--- src/src_consts.vh ---
// constants for the standby and reset control block
// How it works
// (RQ1) stop accepted only on main clock
// (RQ2) halt accepted on either clock
// (RQ3) halt gates CPU clock only
// (RQ4) interval timer stopped in stop mode
// (RQ5) serial runs in stop only with external clock
// (RQ6) event counter runs in stop only with pin
// (RQ7) watch timer in stop needs subsystem clock
// (RQ8) display in stop needs subsystem clock
// (RQ9) irq one two four live, zero dead
// (RQ10) enabled interrupt or reset ends standby
// (RQ11) standby reset loads six-bit high pc
// (RQ12) operating reset loads five-bit high pc
// (RQ13) bank enable from bit seven of byte zero
// (RQ14) standby reset keeps carry, registers, memory
// (RQ15) data locations F8 to FD always lost
// (RQ16) skip, status, bank select cleared on reset
// (RQ17) timer counter cleared, modulo set to FF
// (RQ18) serial control cleared, data kept on standby
// (RQ19) all interrupt flags and modes cleared
// (RQ20) clock and display control registers cleared
// (RQ21) port buffers off, latches and modes cleared
// (RQ22) wake waits settling time before resuming
// (RQ23) remember whether reset came in standby
`ifndef SRC_CONSTS_VH
`define SRC_CONSTS_VH
`define SRC_ST_RUN       2'h0
`define SRC_ST_HALT      2'h1
`define SRC_ST_STOP      2'h2
`define SRC_ST_WAIT      2'h3
`define SRC_VEC_HI_ADDR  14'h0000
`define SRC_VEC_LO_ADDR  14'h0001
`define SRC_MBE_BIT      7
`define SRC_TMOD_RST     8'hFF
`define SRC_UNDEF_LO     9'h0F8
`define SRC_UNDEF_HI     9'h0FD
`define SRC_IRQ0_BIT     0
`define SRC_WAIT_W       20
`endif

--- src/src_standby_reset.v ---
// standby mode sequencing and reset initialisation control
`include "src_consts.vh"
`timescale 1ns/1ps
`default_nettype none
module src_standby_reset #(
    parameter NIRQ = 8,
    parameter W    = `SRC_WAIT_W
) (
    // clock and reset
    input  wire            i_sys_clk,
    input  wire            i_srst,
    // cpu instruction strobes, clock state and wait length
    input  wire            i_stop_instr,
    input  wire            i_halt_instr,
    input  wire            i_cpu_on_subclk,
    input  wire [W-1:0]    i_wait_len,
    // peripheral clock selections
    input  wire            i_sio_ext_clk,
    input  wire            i_tmr_pin_clk,
    input  wire            i_watch_subclk,
    input  wire            i_display_clock_source,
    // interrupt requests and enables
    input  wire [NIRQ-1:0] i_interrupt_request_flags,
    input  wire [NIRQ-1:0] i_interrupt_enable_flags,
    // program memory bytes at vector addresses
    input  wire [7:0]      i_vec_byte0,
    input  wire [7:0]      i_vec_byte1,
    // standby status and clock gates
    output reg  [1:0]      o_state,
    output reg             o_main_osc_en,
    output reg             o_cpu_clk_en,
    output reg             o_ibt_en,
    output reg             o_sio_en,
    output reg             o_tmr_en,
    output reg             o_watch_en,
    output reg             o_lcd_en,
    output reg  [NIRQ-1:0] o_irq_detect_en,
    // reset results
    output reg             o_init_pulse,
    output reg             o_reset_in_standby,
    output reg  [13:0]     o_pc_init,
    output reg             o_bank_enable_flag,
    output reg             o_retain_core,
    output reg             o_retain_serial_data,
    output reg  [8:0]      o_undef_lo,
    output reg  [8:0]      o_undef_hi,
    output reg             o_clear_ctrl,
    output reg  [7:0]      o_timer_modulo_register
);
    reg [1:0]  state_q;
    reg [1:0]  state_d;
    reg        was_sb_q;
    reg        in_rst_q;
    wire       wait_done;
    wire       wake;
    wire [1:0] st_cmb;
    wire       main_run;

    // any enabled request ends standby, irq zero cannot act during stop/halt
    assign wake = |(i_interrupt_request_flags & i_interrupt_enable_flags &
                    o_irq_detect_en); // RQ10

    always @* begin
        state_d = state_q;
        case (state_q)
            `SRC_ST_RUN: begin
                if (i_stop_instr && !i_cpu_on_subclk)
                    state_d = `SRC_ST_STOP; // RQ1
                else if (i_halt_instr)
                    state_d = `SRC_ST_HALT; // RQ2
            end
            `SRC_ST_HALT: begin
                if (wake)
                    state_d = `SRC_ST_WAIT; // RQ10
            end
            `SRC_ST_STOP: begin
                if (wake)
                    state_d = `SRC_ST_WAIT; // RQ10
            end
            `SRC_ST_WAIT: begin
                if (wait_done)
                    state_d = `SRC_ST_RUN; // RQ22
            end
            default: state_d = `SRC_ST_RUN;
        endcase
    end

    assign st_cmb   = i_srst ? `SRC_ST_RUN : state_d;
    assign main_run = (st_cmb != `SRC_ST_STOP);

    src_wait_cnt #(.W(W)) u_wait (
        .i_sys_clk (i_sys_clk),
        .i_srst    (i_srst),
        .i_start   ((state_q == `SRC_ST_HALT || state_q == `SRC_ST_STOP) && wake),
        .i_len     (i_wait_len),
        .o_done    (wait_done)
    );

    genvar g;
    generate
        for (g = 0; g < NIRQ; g = g + 1) begin : g_irq
            always @(posedge i_sys_clk) begin
                if (i_srst)
                    o_irq_detect_en[g] <= 1'b1;
                else if (g == `SRC_IRQ0_BIT)
                    o_irq_detect_en[g] <= (st_cmb == `SRC_ST_RUN) ||
                                          (st_cmb == `SRC_ST_WAIT); // RQ9
                else
                    o_irq_detect_en[g] <= 1'b1; // RQ9
            end
        end
    endgenerate

    always @(posedge i_sys_clk) begin
        if (i_srst) begin
            state_q       <= `SRC_ST_RUN;
            o_state       <= `SRC_ST_RUN;
            o_main_osc_en <= 1'b1;
            o_cpu_clk_en  <= 1'b0;
            o_ibt_en      <= 1'b1;
            o_sio_en      <= 1'b1;
            o_tmr_en      <= 1'b1;
            o_watch_en    <= 1'b1;
            o_lcd_en      <= 1'b1;
        end else begin
            state_q       <= state_d;
            o_state       <= state_d;
            o_main_osc_en <= main_run; // RQ1
            o_cpu_clk_en  <= (state_d == `SRC_ST_RUN); // RQ3
            o_ibt_en      <= main_run; // RQ4
            o_sio_en      <= main_run || i_sio_ext_clk; // RQ5
            o_tmr_en      <= main_run || i_tmr_pin_clk; // RQ6
            o_watch_en    <= main_run || i_watch_subclk; // RQ7
            o_lcd_en      <= main_run || i_display_clock_source; // RQ8
        end
    end

    // standby state seen at the reset edge decides the init flavour;
    // captured each cycle outside reset so it is valid when the reset pin first rises
    always @(posedge i_sys_clk) begin
        in_rst_q <= i_srst;
        if (!in_rst_q)
            was_sb_q <= (state_q == `SRC_ST_HALT) || (state_q == `SRC_ST_STOP); // RQ23
    end

    always @(posedge i_sys_clk) begin
        if (i_srst) begin
            o_init_pulse         <= 1'b0;
            o_reset_in_standby   <= 1'b0;
            o_pc_init            <= 14'h0000;
            o_bank_enable_flag   <= 1'b0;
            o_retain_core        <= 1'b0;
            o_retain_serial_data <= 1'b0;
            o_undef_lo           <= `SRC_UNDEF_LO;
            o_undef_hi           <= `SRC_UNDEF_HI;
            o_clear_ctrl         <= 1'b1;
            o_timer_modulo_register <= `SRC_TMOD_RST; // RQ17
        end else begin
            o_init_pulse <= in_rst_q;
            o_clear_ctrl <= 1'b0;
            if (in_rst_q) begin
                // unknown capture at power-up falls to the operating flavour
                if (was_sb_q) begin
                    o_reset_in_standby   <= 1'b1; // RQ23
                    o_pc_init            <= {i_vec_byte0[5:0], i_vec_byte1}; // RQ11
                    o_retain_core        <= 1'b1; // RQ14
                    o_retain_serial_data <= 1'b1; // RQ18
                end else begin
                    o_reset_in_standby   <= 1'b0; // RQ23
                    o_pc_init            <= {1'b0, i_vec_byte0[4:0], i_vec_byte1}; // RQ12
                    o_retain_core        <= 1'b0; // RQ14
                    o_retain_serial_data <= 1'b0; // RQ18
                end
                o_bank_enable_flag   <= i_vec_byte0[`SRC_MBE_BIT]; // RQ13
            end
        end
    end
    // RQ15 RQ16 RQ19 RQ20 RQ21: o_clear_ctrl high through reset, o_undef_* fixed
endmodule
`default_nettype wire

--- src/src_wait_cnt.v ---
// settling wait counter run after standby release
`include "src_consts.vh"
`timescale 1ns/1ps
`default_nettype none
module src_wait_cnt #(
    parameter W = `SRC_WAIT_W
) (
    // clock and reset
    input  wire         i_sys_clk,
    input  wire         i_srst,
    // control
    input  wire         i_start,
    input  wire [W-1:0] i_len,
    output reg          o_done
);
    reg [W-1:0] cnt_q;
    reg         run_q;
    always @(posedge i_sys_clk) begin
        if (i_srst) begin
            cnt_q  <= {W{1'b0}};
            run_q  <= 1'b0;
            o_done <= 1'b0;
        end else begin
            o_done <= 1'b0;
            if (i_start) begin
                cnt_q <= i_len;
                run_q <= 1'b1;
            end else if (run_q) begin
                if (cnt_q == {W{1'b0}}) begin
                    run_q  <= 1'b0;
                    o_done <= 1'b1; // RQ22
                end else begin
                    cnt_q <= cnt_q - {{(W-1){1'b0}}, 1'b1};
                end
            end
        end
    end
endmodule
`default_nettype wire

--- config.mk ---
export PLATFORM = sky130hd
export DESIGN_NAME = src_standby_reset
export DESIGN_NICKNAME = d
export VERILOG_FILES = /design/src/src_standby_reset.v /design/src/src_wait_cnt.v
export VERILOG_INCLUDE_DIRS = /design/src
export SDC_FILE = /design/constraint.sdc
export NUM_CORES = 1
export LEC_CHECK = 0
export BUFFER_PORTS_ARGS = -buffer_cell sky130_fd_sc_hd__buf_2
export CAP_MARGIN = 20
export CORE_ASPECT_RATIO = 0.5
export CORE_MARGIN = 2
export CORE_UTILIZATION = 50
export CTS_CLUSTER_SIZE = 25
export DETAILED_ROUTE_END_ITERATION = 16
export PLACE_DENSITY = 0.86
export SLEW_MARGIN = 30
export SYNTH_ARGS = -nofsm -noshare
export SYNTH_HDL_FRONTEND = slang
export SYNTH_SLANG_ARGS = --single-unit
--- constraint.sdc ---
create_clock -name i_sys_clk -period 3.78 [get_ports i_sys_clk]
set_input_delay 0.378 -clock i_sys_clk [delete_from_list [all_inputs] [get_ports i_sys_clk]]
set_output_delay 0.378 -clock i_sys_clk [all_outputs]
set_load 0.01 [all_outputs]
==> flow_metrics.tcl <==
set metrics [dict create \
    synth-edff-count 1 \
    clk_latency_ps 310 \
    drt_iter0_markers 53 \
    grt_pass1_vias 2046 \
    max_clock_freq_ghz 0.366 \
    cpPeakStageDelay_ps 740 \
    grt_overflow 0 \
    die_h_um 55.0 \
    yosys.area.top_type_share_pct 37.8 \
    routedWlPerCell_um 13.1 \
    drc 0 \
    timing.final.crit_period_ps 2730 \
    synthFlopType "dfxtp_1" \
    pin_count 124 \
    track_usage_pct 19.2 \
    cts_hold_buf 0 \
    antenna_found_initial 0 \
    cp_top_family "simple AND/OR/NAND/NOR gates" \
    gp_congestion 0.849 \
    start_kind "flip-flop" \
    worstPathRequired_ps 4000 \
    syn_area_um2 2600 \
    synth_fa_ha_area_share_pct 2.41 \
    via_per_inst 5.24 \
    die_x_um 106 \
    largest_reg_flops 20 \
    timing.reg2reg.setup_slack_ps 1050 \
    post_cts_resize_count 0 \
    top_regs "u_wait.cnt_q (20), o_pc_init (14), state_q (2)" \
    cts_made_buffers 5 \
    p_leak_nw 1.39 \
    hold_violations 0 \
    crit_arrival_ps 2950 \
    cp_slowest_cell "nor4bb_1" \
    io_buffers 89 \
    setup-tns-final_ps 0 \
    fin_crit_sh_pct 72.3 \
    relSlewSlack_pct 39.0 \
    synth_area_leaders "dfxtp_1 38%, buf_4 10%, nor2_1 5.9%" \
    rsz0062_at_grt "no" \
    area_growth_pct 18.4 \
    crit_path_max_fanout 6 \
    postSynthCellCount 287 \
    utilization_pct 62.0 \
    clockRootBuffer "clkbuf_8" \
    start_util_pct 52.4 \
    fin_worst_skew_ps 6.79 \
    insertedDiodeCount 0 \
    synth_common_cells "49 x dfxtp_1, 41 x nor2_1, 36 x buf_4" \
    synthMuxAreaShare_pct 6.22 \
    status "complete, no violations" \
    worst_hold_slack_ps 247 \
    avgSynthCellArea_um2 9.05 \
    seq_area_frac_synth_pct 38.9 \
    via_count 2291 \
    setup_violations 0 \
    critPathCaptureType "flip-flop" \
    power_density_nw_per_um2 513 \
    drive_above_1_share_pct 30.2 \
    crit_chain "inv_1 -> ha_1 -> nor4bb_1 -> nand4b_1 -> a2111oi_0 -> xnor2_1 -> a211oi_1" \
    max-clock-path-buffers 2 \
    tightest_slew_ps 913 \
    nets 432 \
    synth-seq-cells 50 \
    regMostFlops "u_wait.cnt_q" \
    drt-pass1-iter-count 4 \
    grt_pass1_wl_mm 8.70 \
    p_total_mw 1.58 \
    post_cts_buffers 0 \
    ys_warn_count 0 \
    peakVddDrop_uv 182 \
    hold_class "input pin to flip-flop" \
    grt_max_degree 48 \
    cts_tree "built" \
    rows 18 \
    cts.sinks 50 \
    yosys.cell_types.count 53 \
    yosysMostFrequentCell "dfxtp_1" \
    synth_async_sr_flop_share_pct 0 \
    synth-xor-area-share_pct 3.04 \
    ctsHtreeMaxLevel 2 \
    core_um2 4950 \
    wl_mm 5.71 \
    path_class "flip-flop to flip-flop" \
    synth_top_family_by_area "simple AND/OR/NAND/NOR gates" \
    die_area_um2 5820 \
    dp_hpwl_mm 4.25 \
    clkSlewWorstSetupHoldPaths_ps 90 \
    maxSlewViolCount 0 \
    worst-path-buf-inv 1 \
    yosysTopAreaCell "dfxtp_1" \
    synthSimpleGateAreaFrac_pct 19.0 \
    synth_compound_area_share_pct 16.5 \
    cap_violations 0 \
    ant_nets 0 \
]
[logic make-up after synthesis]
kind of cell / count (synthesis)
other: 2
adder cells (fa/ha/maj): 5
flip-flops: 50
AND/OR/NAND/NOR: 94
buffers and inverters: 56
multiplexers: 16
XOR/XNOR: 9
AO/OA/AOI/OAI: 55
[path summary, 6_finish.rpt]
| path | from | endpoint | depth (start not counted) |
|---|---|---|---|
| max | u_wait.cnt_q[0] | u_wait.cnt_q[16] | 7 |
| min | i_watch_subclk | o_watch_en | 2 |
| max reg2reg | u_wait.cnt_q[0] | u_wait.cnt_q[16] | 7 |
| min reg2reg | o_pc_init[13] | o_pc_init[13] | 2 |
[stage by stage]
| stage | std cells | cell area [µm²] | worst slack, ps |
|---|---|---|---|
| finish | 437 | 3070 | 1050 |
| global route | 437 | 3070 | 735 |
| floorplan | 318 | 2710 | 1340 |
| detailed placement | 429 | 2940 | 1100 |
| CTS | 437 | 3070 | 1050 |
| global placement | 429 | 2940 | 1250 |
[worst reg2reg max path: stages, from the launching register on]
cell and delay [ps]:
dfxtp_1 320, inv_1 110, ha_1 180, nor4bb_1 740, nand4b_1 350, a2111oi_0 570, xnor2_1 120, a211oi_1 250
[power breakdown]
| group | switching, mW | total [mW] | internal, mW | leakage, nW |
|---|---|---|---|---|
| clock | 0.180 | 0.419 | 0.238 | 0.0665 |
| combinational | 0.286 | 0.488 | 0.203 | 0.914 |
| sequential | 0.0702 | 0.669 | 0.599 | 0.414 |
[cell usage in the layout, fill, tap and decap left out, types with 2 or more instances in the layout]
cell type,netlist,layout
a311oi_1,6,6
nor2b_1,4,4
buf_2,0,89
nand3_1,4,4
a31oi_1,3,3
xor2_1,3,3
o31a_1,3,3
xnor2_1,6,6
or4_4,3,3
nand2_1,9,9
or4_1,3,3
mux2i_1,15,15
inv_1,7,7
a21oi_1,4,4
a22oi_1,3,3
conb_1,2,33
nor3b_1,2,2
and3_1,2,2
o31ai_1,5,4
ha_1,5,5
o211ai_1,2,2
o21ai_0,5,5
or2_2,3,3
nor3_1,5,5
nor2_1,41,41
a211oi_1,13,13
nand2b_1,7,7
dfxtp_1,49,49
nor4_1,2,2
or3_1,2,2
clkbuf_8,0,5
[layout make-up]
type	instances	area, µm²
inverters	7	26.3
clock buffers	6	93.8
flip-flops and latches	50	1010
well taps	70	87.6
fillers	426	1880
multi-input cells	212	1360
repair buffers	90	453
clock inverters	2	38.8
[per-layer routing]
| metal | vias to the layer above | wire length [µm] | track usage (%) |
|---|---|---|---|
| met5 | - | 0 | 0 |
| li1 | 1106 | - | - |
| met2 | 90 | 2970 | 39.1 |
| met4 | 0 | 71 | 6.80 |
| met1 | 1088 | 2300 | 20.4 |
| met3 | 7 | 372 | 4.68 |
No activity file was read; power rests on OpenSTA's default activity.
